### src/core/fwp_pkg.sv
// Purpose: Shared constants and types of the flash write-protection block.
// Assumes: Serial commands arrive in single-bit mode with three address bytes.
// Notes: Status bit positions, opcodes and block counts are named here once.
package fwp_pkg;
	// Status register bit positions, then the selector and bank bits.
	localparam int unsigned SR_BUSY = 0;
	localparam int unsigned SR_WEL = 1;
	localparam int unsigned SR_LVL_LSB = 2;
	localparam int unsigned SR_QE = 6;
	localparam int unsigned SR_LOCK = 7;
	localparam int unsigned FR_TBS = 1;
	localparam int unsigned BANK_A24 = 0;
	// Reset values.
	localparam logic [3:0] LVL_RST = 4'h0;
	localparam logic [7:0] PARAM_RST = 8'h00;
	localparam logic [4:0] SYNC_RST = 5'h10;
	// Command codes.
	localparam logic [7:0] OPC_WRITE_ENABLE_CMD = 8'h06;
	localparam logic [7:0] OPC_WRDI = 8'h04;
	localparam logic [7:0] OPC_RDSR = 8'h05;
	localparam logic [7:0] OPC_STATUS_WRITE_CMD = 8'h01;
	localparam logic [7:0] OPC_WRFR = 8'h42;
	localparam logic [7:0] OPC_PARV_FREE = 8'hC0;
	localparam logic [7:0] OPC_PARV = 8'h63;
	localparam logic [7:0] OPC_BANKV_FREE = 8'h17;
	localparam logic [7:0] OPC_BANKV = 8'hC5;
	localparam logic [7:0] OPC_PP = 8'h02;
	localparam logic [7:0] OPC_SE = 8'h20;
	localparam logic [7:0] OPC_SE_ALT = 8'hD7;
	localparam logic [7:0] OPC_BE32 = 8'h52;
	localparam logic [7:0] OPC_BE64 = 8'hD8;
	localparam logic [7:0] OPC_CE = 8'hC7;
	localparam logic [7:0] OPC_CE_ALT = 8'h60;
	// Block geometry.
	localparam logic [9:0] BLOCKS_64K = 10'h200;
	localparam logic [9:0] BLOCKS_256K = 10'h080;
	localparam int unsigned LVL_LAST_POW = 9;
	localparam logic [3:0] LVL_ALL = 4'hF;

	typedef enum logic [1:0] {FWP_PROG, FWP_SECT, FWP_BLOCK, FWP_CHIP} fwp_kind_t;
	typedef enum logic [2:0] {ST_IDLE, ST_OPC, ST_ADDR, ST_DATA, ST_READ, ST_SKIP} fwp_phase_t;

	typedef struct packed {
		logic valid;
		fwp_kind_t kind;
		logic [24:0] addr;
	} fwp_op_t;

	typedef struct packed {
		logic [4:0] s1;
		logic [4:0] s2;
		logic sck_prev;
		logic cs_prev;
		fwp_phase_t phase;
		logic [4:0] bits;
		logic [7:0] opc;
		logic opc_ok;
		logic [23:0] addr;
		logic addr_ok;
		logic [7:0] data;
		logic data_ok;
		logic [7:0] shift;
		logic write_enable_latch;
		logic [3:0] lvl;
		logic qe;
		logic lock;
		logic top_bottom_select;
		logic [7:0] rdpar;
		logic [7:0] bank;
		fwp_op_t op;
		logic reject;
		logic so;
		logic so_oe_n;
		logic quad;
	} fwp_state_t;
endpackage : fwp_pkg

### src/core/fwp_core.sv
// Purpose: Serial command front end that keeps block protection and status-register locking.
// Assumes: Serial clock, select and pins are asynchronous and are sampled by clk_i.
// Notes: Granted program and erase requests leave as one-cycle pulses on op_o.
`timescale 1ns/1ns

module fwp_core #(
	parameter bit BIG_BLOCKS = 1'b0
) (
	// Clock and reset.
	input wire logic clk_i,
	input wire logic resetn_i,
	// Serial link pins.
	input wire logic sck_i,
	input wire logic cs_n_i,
	input wire logic si_i,
	output logic so_o,
	output logic so_oe_n_o,
	// Protect or third data line.
	input wire logic data_line_third_i,
	output logic data_line_third_o,
	output logic data_line_third_oe_n_o,
	// Hold or fourth data line.
	input wire logic data_line_fourth_i,
	output logic data_line_fourth_o,
	output logic data_line_fourth_oe_n_o,
	// Array side.
	input wire logic busy_i,
	output fwp_pkg::fwp_op_t op_o,
	output logic reject_o,
	// Configuration view.
	output logic [7:0] status_o,
	output logic quad_mode_o,
	output logic top_bottom_select_o,
	output logic [7:0] read_params_o,
	output logic [7:0] bank_addr_o
);
	fwp_pkg::fwp_state_t st_q;
	fwp_pkg::fwp_state_t st_d;
	logic cs_n;
	logic sck;
	logic si;
	logic wp_low;
	logic hold_act;
	logic sck_rise;
	logic sck_fall;
	logic cs_rise;
	logic cs_fall;
	logic [7:0] sr_view;
	logic [24:0] full_addr;
	logic lvl_zero;

	// Number of protected blocks for a level, counted from the selected end.
	function automatic logic [9:0] prot_count(input logic [3:0] lvl);
		logic [9:0] n;
		n = 10'h000;
		if (BIG_BLOCKS) begin
			if (lvl[3]) begin
				n = fwp_pkg::BLOCKS_256K;
			end else if (lvl != 4'h0) begin
				n = 10'(10'h001 << (lvl - 4'h1));
			end
		end else if (lvl == fwp_pkg::LVL_ALL) begin
			n = fwp_pkg::BLOCKS_64K;
		end else if (lvl > 4'(fwp_pkg::LVL_LAST_POW)) begin
			n = 10'(fwp_pkg::BLOCKS_64K - (10'h001 << (5'd17 - 5'(lvl))));
		end else if (lvl != 4'h0) begin
			n = 10'(10'h001 << (lvl - 4'h1));
		end
		return n;
	endfunction : prot_count

	// True when the block holding the address lies in the protected range.
	function automatic logic prot_hit(input logic [3:0] lvl, input logic top_bottom_select, input logic [24:0] a);
		logic [9:0] blk;
		logic [9:0] total;
		logic [9:0] n;
		blk = BIG_BLOCKS ? {3'h0, a[24:18]} : {1'b0, a[24:16]};
		total = BIG_BLOCKS ? fwp_pkg::BLOCKS_256K : fwp_pkg::BLOCKS_64K;
		n = prot_count(lvl);
		return top_bottom_select ? (blk < n) : (blk >= 10'(total - n));
	endfunction : prot_hit

	assign cs_n = st_q.s2[4];
	assign sck = st_q.s2[3];
	assign si = st_q.s2[2];
	assign wp_low = !st_q.qe && !st_q.s2[1];
	assign hold_act = !st_q.qe && !st_q.s2[0];
	assign sck_rise = sck && !st_q.sck_prev && !cs_n && !hold_act;
	assign sck_fall = !sck && st_q.sck_prev && !cs_n && !hold_act;
	assign cs_rise = cs_n && !st_q.cs_prev;
	assign cs_fall = !cs_n && st_q.cs_prev;
	assign sr_view = {st_q.lock, st_q.qe, st_q.lvl, st_q.write_enable_latch, busy_i};
	assign full_addr = {st_q.bank[fwp_pkg::BANK_A24], st_q.addr};
	assign lvl_zero = (st_q.lvl == 4'h0);

	always_comb begin
		st_d = st_q;
		st_d.s1 = {cs_n_i, sck_i, si_i, data_line_third_i, data_line_fourth_i};
		st_d.s2 = st_q.s1;
		st_d.sck_prev = sck;
		st_d.cs_prev = cs_n;
		st_d.op.valid = 1'b0;
		st_d.reject = 1'b0;
		st_d.quad = st_q.qe;
		if (cs_fall) begin
			st_d.phase = fwp_pkg::ST_OPC;
			st_d.bits = 5'h00;
			st_d.opc_ok = 1'b0;
			st_d.addr_ok = 1'b0;
			st_d.data_ok = 1'b0;
		end else if (sck_rise) begin
			st_d.bits = 5'(st_q.bits + 5'h01);
			unique case (st_q.phase)
				fwp_pkg::ST_OPC: begin
					st_d.opc = {st_q.opc[6:0], si};
					if (st_q.bits == 5'h07) begin
						st_d.opc_ok = 1'b1;
						st_d.bits = 5'h00;
						unique case (st_d.opc)
							fwp_pkg::OPC_PP, fwp_pkg::OPC_SE, fwp_pkg::OPC_SE_ALT,
							fwp_pkg::OPC_BE32, fwp_pkg::OPC_BE64: begin
								st_d.phase = fwp_pkg::ST_ADDR;
							end
							fwp_pkg::OPC_STATUS_WRITE_CMD, fwp_pkg::OPC_WRFR, fwp_pkg::OPC_PARV,
							fwp_pkg::OPC_PARV_FREE, fwp_pkg::OPC_BANKV, fwp_pkg::OPC_BANKV_FREE: begin
								st_d.phase = fwp_pkg::ST_DATA;
							end
							fwp_pkg::OPC_RDSR: begin
								st_d.phase = fwp_pkg::ST_READ;
								st_d.shift = sr_view;
							end
							default: begin
								st_d.phase = fwp_pkg::ST_SKIP;
							end
						endcase
					end
				end
				fwp_pkg::ST_ADDR: begin
					st_d.addr = {st_q.addr[22:0], si};
					if (st_q.bits == 5'h17) begin
						st_d.addr_ok = 1'b1;
						st_d.phase = fwp_pkg::ST_SKIP;
					end
				end
				fwp_pkg::ST_DATA: begin
					st_d.data = {st_q.data[6:0], si};
					if (st_q.bits == 5'h07) begin
						st_d.data_ok = 1'b1;
						st_d.phase = fwp_pkg::ST_SKIP;
					end
				end
				fwp_pkg::ST_IDLE, fwp_pkg::ST_READ, fwp_pkg::ST_SKIP: begin
				end
			endcase
		end else if (sck_fall && st_q.phase == fwp_pkg::ST_READ) begin
			// Every eighth fall takes a fresh copy of the status, so its top bit leaves at once and is not repeated.
			if (st_q.bits[2:0] == 3'h0 && st_q.bits != 5'h00) begin
				st_d.so = sr_view[7];
				st_d.shift = {sr_view[6:0], sr_view[7]};
				st_d.bits = 5'h00;
			end else begin
				st_d.so = st_q.shift[7];
				st_d.shift = {st_q.shift[6:0], st_q.shift[7]};
			end
			st_d.so_oe_n = 1'b0;
		end
		if (cs_rise) begin
			st_d.phase = fwp_pkg::ST_IDLE;
			st_d.so_oe_n = 1'b1;
			if (st_q.opc_ok && !busy_i) begin
				unique case (st_q.opc)
					fwp_pkg::OPC_WRITE_ENABLE_CMD: st_d.write_enable_latch = 1'b1;
					fwp_pkg::OPC_WRDI: st_d.write_enable_latch = 1'b0;
					fwp_pkg::OPC_STATUS_WRITE_CMD: begin
						if (st_q.data_ok && st_q.write_enable_latch && !(st_q.lock && wp_low)) begin
							st_d.lvl = st_q.data[5:2];
							st_d.qe = st_q.data[fwp_pkg::SR_QE];
							st_d.lock = st_q.data[fwp_pkg::SR_LOCK];
							st_d.write_enable_latch = 1'b0;
						end
					end
					fwp_pkg::OPC_WRFR: begin
						if (st_q.data_ok && st_q.write_enable_latch) begin
							st_d.top_bottom_select = st_q.top_bottom_select | st_q.data[fwp_pkg::FR_TBS];
							st_d.write_enable_latch = 1'b0;
						end
					end
					fwp_pkg::OPC_PARV_FREE, fwp_pkg::OPC_PARV: begin
						if (st_q.data_ok && (st_q.write_enable_latch || st_q.opc == fwp_pkg::OPC_PARV_FREE)) begin
							st_d.rdpar = st_q.data;
						end
					end
					fwp_pkg::OPC_BANKV_FREE, fwp_pkg::OPC_BANKV: begin
						if (st_q.data_ok && (st_q.write_enable_latch || st_q.opc == fwp_pkg::OPC_BANKV_FREE)) begin
							st_d.bank = st_q.data;
						end
					end
					fwp_pkg::OPC_PP, fwp_pkg::OPC_SE, fwp_pkg::OPC_SE_ALT, fwp_pkg::OPC_BE32, fwp_pkg::OPC_BE64: begin
						if (st_q.addr_ok && st_q.write_enable_latch) begin
							if (prot_hit(st_q.lvl, st_q.top_bottom_select, full_addr)) begin
								st_d.reject = 1'b1;
							end else begin
								st_d.op.valid = 1'b1;
								st_d.op.addr = full_addr;
								st_d.op.kind = (st_q.opc == fwp_pkg::OPC_PP) ? fwp_pkg::FWP_PROG :
									(st_q.opc == fwp_pkg::OPC_BE64) ? fwp_pkg::FWP_BLOCK : fwp_pkg::FWP_SECT;
								st_d.write_enable_latch = 1'b0;
							end
						end
					end
					fwp_pkg::OPC_CE, fwp_pkg::OPC_CE_ALT: begin
						if (st_q.write_enable_latch) begin
							if (lvl_zero) begin
								st_d.op.valid = 1'b1;
								st_d.op.kind = fwp_pkg::FWP_CHIP;
								st_d.op.addr = 25'h0000000;
								st_d.write_enable_latch = 1'b0;
							end else begin
								st_d.reject = 1'b1;
							end
						end
					end
					default: begin
					end
				endcase
			end
		end
	end

	always_ff @(posedge clk_i) begin
		if (!resetn_i) begin
			st_q <= '0;
			st_q.s1 <= fwp_pkg::SYNC_RST;
			st_q.s2 <= fwp_pkg::SYNC_RST;
			st_q.cs_prev <= 1'b1;
			st_q.lvl <= fwp_pkg::LVL_RST;
			st_q.rdpar <= fwp_pkg::PARAM_RST;
			st_q.so_oe_n <= 1'b1;
		end else begin
			st_q <= st_d;
		end
	end

	assign so_o = st_q.so;
	assign so_oe_n_o = st_q.so_oe_n;
	// Quad transfers are handled elsewhere; these lines are only listened to here.
	assign data_line_third_o = st_q.so;
	assign data_line_third_oe_n_o = st_q.cs_prev | ~st_q.cs_prev;
	assign data_line_fourth_o = st_q.so;
	assign data_line_fourth_oe_n_o = st_q.cs_prev | ~st_q.cs_prev;
	assign op_o = st_q.op;
	assign reject_o = st_q.reject;
	assign status_o = {st_q.lock, st_q.qe, st_q.lvl, st_q.write_enable_latch, 1'b0};
	assign quad_mode_o = st_q.quad;
	assign top_bottom_select_o = st_q.top_bottom_select;
	assign read_params_o = st_q.rdpar;
	assign bank_addr_o = st_q.bank;
endmodule : fwp_core

### config.mk
export PLATFORM = sky130hd
export DESIGN_NAME = fwp_core
export DESIGN_NICKNAME = d
export VERILOG_FILES = /design/src/core/fwp_pkg.sv /design/src/core/fwp_core.sv
export SDC_FILE = /design/constraint.sdc
export NUM_CORES = 1
export LEC_CHECK = 0
export BUFFER_PORTS_ARGS = -buffer_cell sky130_fd_sc_hd__buf_2
export CORE_ASPECT_RATIO = 2
export CORE_MARGIN = 2
export CORE_UTILIZATION = 38
export CTS_CLUSTER_DIAMETER = 100
export DETAILED_ROUTE_END_ITERATION = 8
export SLEW_MARGIN = 20
export SYNTH_ARGS = -nofsm -noshare
export SYNTH_HDL_FRONTEND = slang
export SYNTH_SLANG_ARGS = --single-unit
### constraint.sdc
create_clock -name clk_i -period 5.2 [get_ports clk_i]
set_clock_uncertainty 0.05 [all_clocks]
set_input_delay 0.26 -clock clk_i [delete_from_list [all_inputs] [get_ports clk_i]]
set_output_delay 0.26 -clock clk_i [all_outputs]
set_load 0.03 [all_outputs]
==> reports/metrics.csv, run 1 <==
stage,metric,value,unit
detailed_routing,drt-total-wl,16.3,mm
detailed_routing,first_pass_iters,4,
place,dp_hpwl,11.9,mm
synth,synth_cells,795,
pwr,max-vdd-ir-drop,0.000184,V
setup_path,rr_endpoint,op_o[26],
detailed_routing,drtIter0Drc,178,
synth,synth_top_family_by_area,simple AND/OR/NAND/NOR gates,
place,dp_worst_setup_slack,186,ps
timing,tightest_slew,1030,ps
setup_path,cp-start-kind,flip-flop,
detailed_routing,routedWlPerCell,15.8,µm
synth,ys_types,68,
setup_path,critPathArrivalTime,5120,ps
timing,fin_crit,4870,ps
cells_and_area,multiInputGateArea,3480,µm²
cells_and_area,register_area,2540,µm²
synth,synth_top_area_share,0.379,
worst_hold_path,hp-class,primary input to flip-flop,
cts,clk_pin_slew,60,ps
detailed_routing,drc,0,
floorplanning,io_pins,69,
cells_and_area,antenna_cells,0,
setup_path,critical_path_class,flip-flop to flip-flop,
cells_and_area,syn_to_final_growth,13.3,%
timing,whs,163,ps
run_status,status,finished clean,
setup_path,r2r_start,status_o[4],
place,postPlaceCellArea,6840,µm²
synth,avgSynthCellArea,8.43,µm²
synth,synth_seq_cells,127,
pwr,p_per_area,308,nW/µm²
synth,synthArstFlopShare,0,
floorplanning,initial_core_util,0.388,
setup_path,path_max_fanout,12,
cells_and_area,drive_gt1_frac,0.172,
timing,setup_ws,328,ps
synth,ys.flop_type,dfxtp_1,
cts,root_buffer,clkbuf_16,
floorplanning,die_area,18800,µm²
global_routing,gr-usage-all-layers,0.178,
cts,cts_tree,done,
synth,synth_largest_area_cell,dfxtp_1,
floorplanning,row_count,68,
cts,clk_path_buf_depth,2,
timing,setup_viol,0,
global_routing,grt-ovfl-total,0,
timing,fmax,205,MHz
synth,synth_compound_area_frac,0.153,
setup_path,cp.required,5450,ps
flow_run,maxCapViolations,0,
synth,synth_seq_area_share,0.379,
timing,fin_crit_sh,0.937,
pwr,power,2.34,mW
synth,synth_edf_count,0,
cells_and_area,utilization,0.439,
synth,synth_fa_ha_area_frac,0.0411,
detailed_routing,vias_per_cell,5.37,
setup_path,rr_worst_depth,23,
synth,ys_top_cells_by_area,"dfxtp_1 (38%), mux2i_1 (7.8%), buf_4 (6.3%)",
cells_and_area,nNetsFinal,838,
global_routing,grt_max_degree,54,
pwr,p_leak,3.13,nW
timing,hold_viol_final,0,
timing,maxSlewViolCount,0,
cts,clock_latency,420,ps
setup_path,reg2reg_slack,330,ps
place,io_buffers,65,
synth,synth_mux_area_frac,0.0794,
setup_path,cp-end-kind,flip-flop,
cells_and_area,finalInstanceArea,7590,µm²
global_routing,grt_pass1_vias,5438,
cells_and_area,num-fill-cells,1739,
timing,slew_headroom,0.310,
cts,htreeDepth,4,
cts,numCtsBuffers,17,
global_routing,grt_pass1_wl,26.8,mm
setup_path,startpoint,status_o[4],
synth,synth_area,6700,µm²
floorplanning,die_h,192,µm
setup_path,endpoint,op_o[26],
synth,yosys.area_share.simple,0.229,
synth,yosys_warnings,0,
floorplanning,coreArea,17300,µm²
detailed_routing,ant_nets,0,
floorplanning,fp.dieW,97.9,µm
detailed_routing,via_count,5536,
synth,synth_xor_area_frac,0.0118,
place,place.gp.congestion,0.901,
cts,cts_sinks,127,
global_routing,antenna_found_initial,0,
[through the flow]
step	std cells	TNS [ps]
3_3_place_gp	991	0
3_5_place_dp	992	0
4_1_cts	1029	0
2_1_floorplan	796	0
6_report	1031	0
5_1_grt	1031	-17.9
[worst max-delay path, stage by stage (launching register included)]
cell	delay (ps)
dfxtp_1	310
inv_1	110
ha_1	170
inv_1	60
nor3_1	130
a21oi_1	60
nor2_1	140
nand2_1	70
ha_1	200
buf_4	170
or4_4	480
o211ai_2	90
or4b_4	480
nor2_2	140
xnor2_1	80
ha_1	330
a21oi_2	170
o2111ai_2	150
a31oi_1	240
o41ai_2	110
and3_1	200
buf_4	170
or4_1	510
o311a_1	110
[worst min-delay path by stage]
| stage | start | endpoint | cells past startpoint |
|---|---|---|---|
| after detailed placement | st_d[121] | cs_n | 1 |
| after CTS | resetn_i | st_q[115] | 2 |
| after floorplan | cs_n_i | st_d[121] | 1 |
| after global routing | resetn_i | cs_n | 2 |
| final | resetn_i | st_q[115] | 2 |
| after global placement | st_d[121] | cs_n | 1 |
[kinds of logic (layout without fill, tap and decap cells)]
logic type / count (synthesis) / after routing
AND/OR/NAND/NOR: 304 / 304
AO/OA/AOI/OAI: 155 / 155
flip-flops: 127 / 127
buffers and inverters: 123 / 148
multiplexers: 53 / 53
adder cells (fa/ha/maj): 22 / 22
XOR/XNOR: 9 / 9
other: 2 / 3
[area by class of cell]
type | count | area share
clock inverters | 15 | 0.0303
well taps | 210 | 0.0346
flip-flops and latches | 127 | 0.335
multi-input cells | 546 | 0.459
repair buffers | 95 | 0.0747
inverters | 21 | 0.0104
clock buffers | 17 | 0.0561
[Yosys cell counts, types with 5 or more instances]
| library cell | instances |
|---|---|
| mux2i_1 | 52 |
| nand2_1 | 86 |
| dfxtp_1 | 127 |
| nand2b_1 | 11 |
| buf_4 | 56 |
| a22o_1 | 25 |
| nand3_1 | 16 |
| a211oi_1 | 7 |
| ha_1 | 22 |
| nand4_1 | 5 |
| o21ai_0 | 24 |
| and3_1 | 7 |
| nand4b_1 | 5 |
| a21oi_1 | 54 |
| buf_2 | 8 |
| nor3_1 | 11 |
| nor2b_1 | 17 |
| nor2_1 | 90 |
| and2_1 | 14 |
| inv_1 | 20 |
| clkbuf_1 | 33 |
| xnor2_1 | 7 |
[cell usage in the layout, fill, tap and decap left out, types with 22 or more instances in the layout]
cell type / instances
mux2i_1: 52
o21ai_0: 24
nand2_1: 86
a22o_1: 25
nor2_1: 89
a21oi_1: 53
buf_2: 65
buf_4: 24
dfxtp_1: 127
ha_1: 22
[power by group]
part / internal (mW) / switching, mW / leakage [nW]
logic: 0.00980 / 0.0253 / 1.78
clock network: 0.857 / 0.462 / 0.323
registers: 0.978 / 0.00386 / 1.02
total: 1.84 / 0.492 / 3.13
[layer usage]
layer	track usage	wire length (µm)
met5	0	0
met4	0.104	681
met3	0.0364	597
met2	0.337	8780
met1	0.176	6230
[flip-flops by register name (all words and copies together), names as in the netlist]
signal and count:
bank_addr_o 8, cs_n 1, data_line_fourth_o 1, full_addr 24, op_o 28, quad_mode_o 1
read_params_o 8, reject_o 1, sck 1, si 1, so_oe_n_o 1, st_d 5
st_q 39, status_o 7, top_bottom_select_o 1
[timing repair]
item / 4_1_cts / 5_1_grt
endpoints found under the hold margin: 5 / 0
gates resized for setup: 0 / 7
setup endpoints to repair: 0 / 26
buffers inserted: 0 / 2
hold buffers: 5 / 0
No activity file was read; power rests on OpenSTA's default activity.
==> run 2: changes to the inputs <==
==> constraint.sdc (replaced) <==
create_clock -name clk_i -period 5.8 [get_ports clk_i]
set_clock_uncertainty 0.05 [all_clocks]
set_input_delay 0.29 -clock clk_i [delete_from_list [all_inputs] [get_ports clk_i]]
set_output_delay 0.29 -clock clk_i [all_outputs]
set_load 0.03 [all_outputs]
==> reports/metrics.csv, run 2 (synthesis results as in run 1) <==
stage,metric,value,unit,change
floorplanning,coreArea,17300,µm²,unchanged
global_routing,grt_pass1_vias,5193,,was 5438
setup_path,crit_chain,inv_1 -> ha_1 -> nor2_1 -> nand2_1 -> ha_1 -> or3b_1 -> a2111oi_0 -> nor3_1 -> nand4_1 -> nor2_1 -> xnor2_1 -> ha_1 -> o2111ai_1 -> o2111ai_1 -> nand3_1 -> o41ai_1 -> and3_1 -> nor4b_4 -> buf_4 -> a22o_1,,was inv_1 -> ha_1 -> inv_1 -> nor3_1 -> a21oi_1 -> nor2_1 -> nand2_1 -> ha_1 -> buf_4 -> or4_4 -> o211ai_2 -> or4b_4 -> nor2_2 -> xnor2_1 -> ha_1 -> a21oi_2 -> o2111ai_2 -> a31oi_1 -> o41ai_2 -> and3_1 -> buf_4 -> or4_1 -> o311a_1
cts,htreeDepth,4,,unchanged
cells_and_area,final_cell_mix,"dfxtp_1 (127), nor2_1 (90), nand2_1 (86)",,"was dfxtp_1 (127), nor2_1 (89), nand2_1 (86)"
timing,tightest_slew,1080,ps,was 1030 ps
timing,slew_headroom,0.278,,was 0.310
cells_and_area,antenna_cells,0,,unchanged
place,place.gp.congestion,0.901,,about the same
floorplanning,fp.dieW,97.9,µm,unchanged
timing,fin_setup_tns,0,ps,unchanged
setup_path,cp-end-kind,flip-flop,,unchanged
global_routing,top_usage_layer,met2,,unchanged
global_routing,grtUsageMet3,0.0331,,was 0.0364
place,io_buffers,65,,unchanged
pwr,p_per_area,272,nW/µm²,was 308 nW/µm²
detailed_routing,drtIter0Drc,171,,was 178
timing,maxSlewViolCount,0,,unchanged
timing,setup_viol,0,,unchanged
cts,clk_pin_slew,60,ps,about the same
cells_and_area,drive_gt1_frac,0.152,,was 0.172
cts,postCtsHoldBufs,1,,was 5
global_routing,grt_util_met1,0.176,,about the same
detailed_routing,drt-total-wl,15.9,mm,was 16.3 mm
cts,cts_repair_resize_count,0,,unchanged
timing,fin_crit,5100,ps,was 4870 ps
floorplanning,initial_core_util,0.388,,unchanged
setup_path,critPathArrivalTime,5370,ps,was 5120 ps
pwr,max-vdd-ir-drop,0.000180,V,was 0.000184 V
cts,cts_tree,done,,unchanged
cts,numCtsBuffers,17,,unchanged
detailed_routing,vias_per_cell,5.31,,was 5.37
setup_path,cp_slowest_cell,ha_1,,was or4_1
floorplanning,io_pins,69,,unchanged
setup_path,cp.required,6060,ps,was 5450 ps
floorplanning,row_count,68,,unchanged
global_routing,antenna_found_initial,0,,unchanged
timing,whs,14.4,ps,was 163 ps
cts,clk_path_buf_depth,2,,unchanged
setup_path,path_max_fanout,25,,was 12
cells_and_area,num-fill-cells,1782,,was 1739
detailed_routing,drc,0,,unchanged
cts,cts_sinks,127,,unchanged
setup_path,rr_worst_depth,20,,was 23
setup_path,critPathMaxStageDelay,500,ps,was 510 ps
place,dp_hpwl,11.7,mm,was 11.9 mm
global_routing,gr-usage-all-layers,0.174,,was 0.178
timing,rsz0062_at_grt,false,,
cells_and_area,layout_commonest_cell,dfxtp_1,,unchanged
pwr,p_leak,3.01,nW,was 3.13 nW
floorplanning,die_h,192,µm,unchanged
global_routing,use_met2,0.330,,was 0.337
cells_and_area,syn_to_final_growth,10.1,%,was 13.3%
setup_path,crit_path_frequent_cell,ha_1,,unchanged
worst_hold_path,whs_path_depth,2,,unchanged
global_routing,grt-ovfl-total,0,,unchanged
detailed_routing,via_count,5388,,was 5536
cts,clock_latency,430,ps,was 420 ps
detailed_routing,ant_nets,0,,unchanged
cells_and_area,largest_reg_flops,39,,unchanged
flow_run,maxCapViolations,0,,unchanged
worst_hold_path,hp-class,primary input to flip-flop,,unchanged
setup_path,critical_path_class,flip-flop to flip-flop,,unchanged
floorplanning,die_area,18800,µm²,unchanged
setup_path,cp-start-kind,flip-flop,,unchanged
detailed_routing,first_pass_iters,5,,was 4
cts,root_buffer,clkbuf_16,,unchanged
timing,hold_viol_final,0,,unchanged
cells_and_area,nNetsFinal,821,,was 838
detailed_routing,routedWlPerCell,15.7,µm,was 15.8 µm
global_routing,grt_max_degree,59,,was 54
timing,fin_crit_sh,0.880,,was 0.937
run_status,status,finished clean,,unchanged
global_routing,grt_pass1_wl,26.1,mm,was 26.8 mm
cts,cts_post_setup_buffers_inserted,0,,unchanged
timing,fmax,196,MHz,was 205 MHz
cells_and_area,max_flop_register,st_q,,unchanged
run 2: cell types whose count changed in the layout (fill, tap and decap cells not counted), moves of 2 or more:
cell           delta
buf_4            -12
clkinv_4          -2
bufinv_16         -2
dlygate4sd3_1     -4
inv_6             +2
clkinvlp_4        +2
run 2: final cells by class:
type | instances | area [µm²] | share of cell area
Inverter | 21 | 78.8 | 0.0107
Clock inverter | 14 | 180 | 0.0244
Sequential cell | 127 | 2540 | 0.345
Tap cell | 210 | 263 | 0.0356
Multi-Input combinational cell | 546 | 3460 | 0.469
Timing Repair Buffer | 78 | 425 | 0.0577
Clock buffer | 18 | 429 | 0.0582
run 2: worst paths after layout:
path          endpoint         from  slack (ps)
min reg2reg       cs_n    st_d[121]         360
max reg2reg    op_o[6]  status_o[3]         700
max            op_o[6]  status_o[3]         700
min          st_d[119]         si_i          10
run 2: power breakdown:
part | total [mW] | switching (mW) | internal (mW) | leakage [nW]
Combinational | 0.0298 | 0.0228 | 0.00703 | 1.69
Clock | 1.10 | 0.415 | 0.683 | 0.293
Sequential | 0.880 | 0.00319 | 0.876 | 1.02
Total | 2.01 | 0.441 | 1.57 | 3.01
run 2: stage by stage:
step	setup WS [ps]	util	area, µm²	total power [mW]	cells
finish	696	0.427	7380	2.01	1014
global route	283	0.427	7380	2.07	1014
global placement	778	0.391	6760	0.928	981
CTS	663	0.427	7380	2.03	1014
floorplan	722	-	6710	0.920	796
detailed placement	683	0.391	6760	0.929	981
run 2: worst max-delay path: cells and delay by family (launching register included):
family | cells | cell delay, ps
XOR/XNOR | 1 | 140
adder cells (fa/ha/maj) | 3 | 1180
flip-flops | 1 | 330
AND/OR/NAND/NOR | 9 | 1670
AO/OA/AOI/OAI | 5 | 1340
buffers and inverters | 2 | 300
run 2: metal layers:
metal	share of wire	vias to the layer above
met3	0.036	37
li1	-	2717
met2	0.54	116
met1	0.39	2518
met4	0.039	0
met5	0	-
==> run 3: changes to the inputs <==
--- a/config.mk
+++ b/config.mk
@@ -11,6 +11,8 @@
 export CORE_UTILIZATION = 38
 export CTS_CLUSTER_DIAMETER = 100
 export DETAILED_ROUTE_END_ITERATION = 8
+export REMOVE_ABC_BUFFERS = 1
+export SETUP_SLACK_MARGIN = 0.4
 export SLEW_MARGIN = 20
 export SYNTH_ARGS = -nofsm -noshare
 export SYNTH_HDL_FRONTEND = slang
==> reports/metrics.csv, run 3 (synthesis results as in run 1) <==
stage,metric,value,unit,change
cells_and_area,num-fill-cells,1782,,unchanged
detailed_routing,drtIter0Drc,223,,was 171
place,dp_worst_setup_slack,645,ps,was 683 ps
setup_path,rr_endpoint,op_o[0],,was op_o[6]
timing,tightest_slew,1060,ps,was 1080 ps
cells_and_area,drive_gt1_frac,0.152,,about the same
pwr,max-vdd-ir-drop,0.000173,V,was 0.000180 V
detailed_routing,drt-total-wl,16.2,mm,was 15.9 mm
place,dp_cells,979,,was 981
setup_path,cp_num_cells,20,,unchanged
cts,clock_latency,420,ps,was 430 ps
cells_and_area,stdcell_count,1012,,was 1014
cells_and_area,multiInputGateArea,3470,µm²,was 3460 µm²
setup_path,cp_top_family,simple AND/OR/NAND/NOR gates,,unchanged
detailed_routing,vias_per_cell,5.43,,was 5.31
global_routing,grt_pass1_wl,25.9,mm,was 26.1 mm
setup_path,r2r_start,status_o[4],,was status_o[3]
timing,fmax,203,MHz,was 196 MHz
flow_run,maxCapViolations,0,,unchanged
cells_and_area,register_area,2540,µm²,about the same
cells_and_area,max_flop_register,st_q,,unchanged
detailed_routing,via_count,5496,,was 5388
global_routing,gr-usage-all-layers,0.172,,was 0.174
cts,numCtsBuffers,17,,unchanged
floorplanning,coreArea,17300,µm²,unchanged
timing,fin_crit_sh,0.850,,was 0.880
global_routing,grt-ovfl-total,0,,unchanged
cts,cts_tree,done,,unchanged
floorplanning,die_area,18800,µm²,unchanged
floorplanning,row_count,68,,unchanged
global_routing,grt_pass1_vias,5311,,was 5193
timing,setup_ws,873,ps,was 696 ps
global_routing,grt_max_degree,45,,was 59
timing,fin_crit,4930,ps,was 5100 ps
timing,slew_headroom,0.291,,was 0.278
setup_path,critical_path_class,flip-flop to flip-flop,,unchanged
cts,cts_post_setup_buffers_inserted,0,,unchanged
floorplanning,die_h,192,µm,unchanged
timing,hold_viol_final,0,,unchanged
cts,cts_sinks,127,,unchanged
cells_and_area,nNetsFinal,819,,was 821
setup_path,worst-path-buf-inv,2,,unchanged
global_routing,antenna_found_initial,0,,unchanged
setup_path,critPathArrivalTime,5180,ps,was 5370 ps
setup_path,cp-start-kind,flip-flop,,unchanged
cts,clk_pin_slew,60,ps,about the same
place,dp_hpwl,11.8,mm,was 11.7 mm
setup_path,critPathMaxStageDelay,460,ps,was 500 ps
detailed_routing,drc,0,,unchanged
setup_path,reg2reg_slack,870,ps,was 700 ps
pwr,p_per_area,271,nW/µm²,was 272 nW/µm²
setup_path,cp-end-kind,flip-flop,,unchanged
worst_hold_path,worstHoldStart,si_i,,unchanged
place,io_buffers,65,,unchanged
setup_path,path_max_fanout,25,,unchanged
cells_and_area,largest_reg_flops,39,,unchanged
timing,maxSlewViolCount,0,,unchanged
worst_hold_path,min_to,st_d[119],,unchanged
setup_path,cp.required,6050,ps,was 6060 ps
cells_and_area,final_cell_mix,"dfxtp_1 (126), nor2_1 (90), nand2_1 (86)",,"was dfxtp_1 (127), nor2_1 (90), nand2_1 (86)"
timing,rsz0062_at_grt,false,,unchanged
setup_path,startpoint,status_o[4],,was status_o[3]
worst_hold_path,hp-class,primary input to flip-flop,,unchanged
timing,setup_viol,0,,unchanged
worst_hold_path,whs_path_depth,2,,unchanged
detailed_routing,first_pass_iters,4,,was 5
detailed_routing,ant_nets,0,,unchanged
floorplanning,initial_core_util,0.388,,unchanged
run_status,status,finished clean,,unchanged
cells_and_area,antenna_cells,0,,unchanged
cts,clk_path_buf_depth,2,,unchanged
timing,fin_setup_tns,0,ps,unchanged
cts,htreeDepth,4,,unchanged
floorplanning,fp.dieW,97.9,µm,unchanged
floorplanning,io_pins,69,,unchanged
setup_path,crit_chain,inv_1 -> ha_2 -> nor2_1 -> nand2_1 -> ha_2 -> or3b_1 -> a2111oi_0 -> nor3_1 -> nand4_1 -> nor2_1 -> xnor2_1 -> ha_1 -> o2111ai_1 -> o2111ai_1 -> nand3_1 -> o41ai_2 -> and3_1 -> nor4b_4 -> buf_4 -> a22o_1,,was inv_1 -> ha_1 -> nor2_1 -> nand2_1 -> ha_1 -> or3b_1 -> a2111oi_0 -> nor3_1 -> nand4_1 -> nor2_1 -> xnor2_1 -> ha_1 -> o2111ai_1 -> o2111ai_1 -> nand3_1 -> o41ai_1 -> and3_1 -> nor4b_4 -> buf_4 -> a22o_1
cells_and_area,layout_commonest_cell,dfxtp_1,,unchanged
cells_and_area,syn_to_final_growth,9.91,%,was 10.1%
cts,root_buffer,clkbuf_16,,unchanged
detailed_routing,routedWlPerCell,16.0,µm,was 15.7 µm
pwr,p_leak,3.00,nW,was 3.01 nW
setup_path,cp_slowest_cell,ha_2,,was ha_1
setup_path,rr_worst_depth,20,,unchanged
place,place.gp.congestion,0.928,,was 0.901
## run 3: worst reg2reg max path, stage by stage (launching register included)
cell	delay, ps
dfxtp_1	320
inv_1	80
ha_2	460
nor2_1	90
nand2_1	80
ha_2	300
or3b_1	390
a2111oi_0	420
nor3_1	190
nand4_1	280
nor2_1	90
xnor2_1	130
ha_1	290
o2111ai_1	120
o2111ai_1	270
nand3_1	120
o41ai_2	260
and3_1	350
nor4b_4	80
buf_4	240
a22o_1	220
## run 3: area by class of cell
type,count,share of cell area
Inverter,21,0.0107
Clock buffer,22,0.0630
Sequential cell,127,0.345
Tap cell,210,0.0357
Timing Repair Buffer,76,0.0557
Clock inverter,10,0.0185
Multi-Input combinational cell,546,0.471
## run 3: worst max-delay path by stage
stage | to | slack [ps]
2_1_floorplan | op_o[0] | 100
3_3_place_gp | op_o[17] | 710
3_5_place_dp | op_o[5] | 640
4_1_cts | op_o[0] | 610
5_1_grt | op_o[16] | 440
6_report | op_o[0] | 870
## run 3: where the power goes
group	internal, mW	switching (mW)	total (mW)	leakage, nW
Clock	0.697	0.388	1.08	0.286
Combinational	0.00704	0.0227	0.0297	1.69
Sequential	0.877	0.00351	0.880	1.03
Total	1.58	0.414	1.99	3.00
## run 3: what timing repair did
item | 4_1_cts | 5_1_grt
endpoints found under the setup margin | 0 | 28
hold endpoints to repair | 1 | 0
hold buffers | 1 | 0
gates resized for setup | 0 | 4
## run 3: metrics by stage
| stage | cell area, µm² | util | hold slack (ps) | power, mW |
|---|---|---|---|---|
| after CTS | 7350 | 0.426 | 7.69 | 2.02 |
| after global placement | 6740 | 0.390 | 344 | 0.929 |
| after floorplan | 6080 | - | 309 | 0.915 |
| final | 7370 | 0.426 | 26.9 | 1.99 |
| after global routing | 7370 | 0.426 | 30.7 | 2.06 |
| after detailed placement | 6740 | 0.390 | 344 | 0.929 |
## run 3: per-layer routing
metal | vias to the layer above | global-route usage | share of wire
met5 | - | 0 | 0
met4 | 0 | 0.115 | 0.046
met3 | 37 | 0.0313 | 0.031
met2 | 132 | 0.331 | 0.55
met1 | 2619 | 0.162 | 0.37
li1 | 2708 | - | -
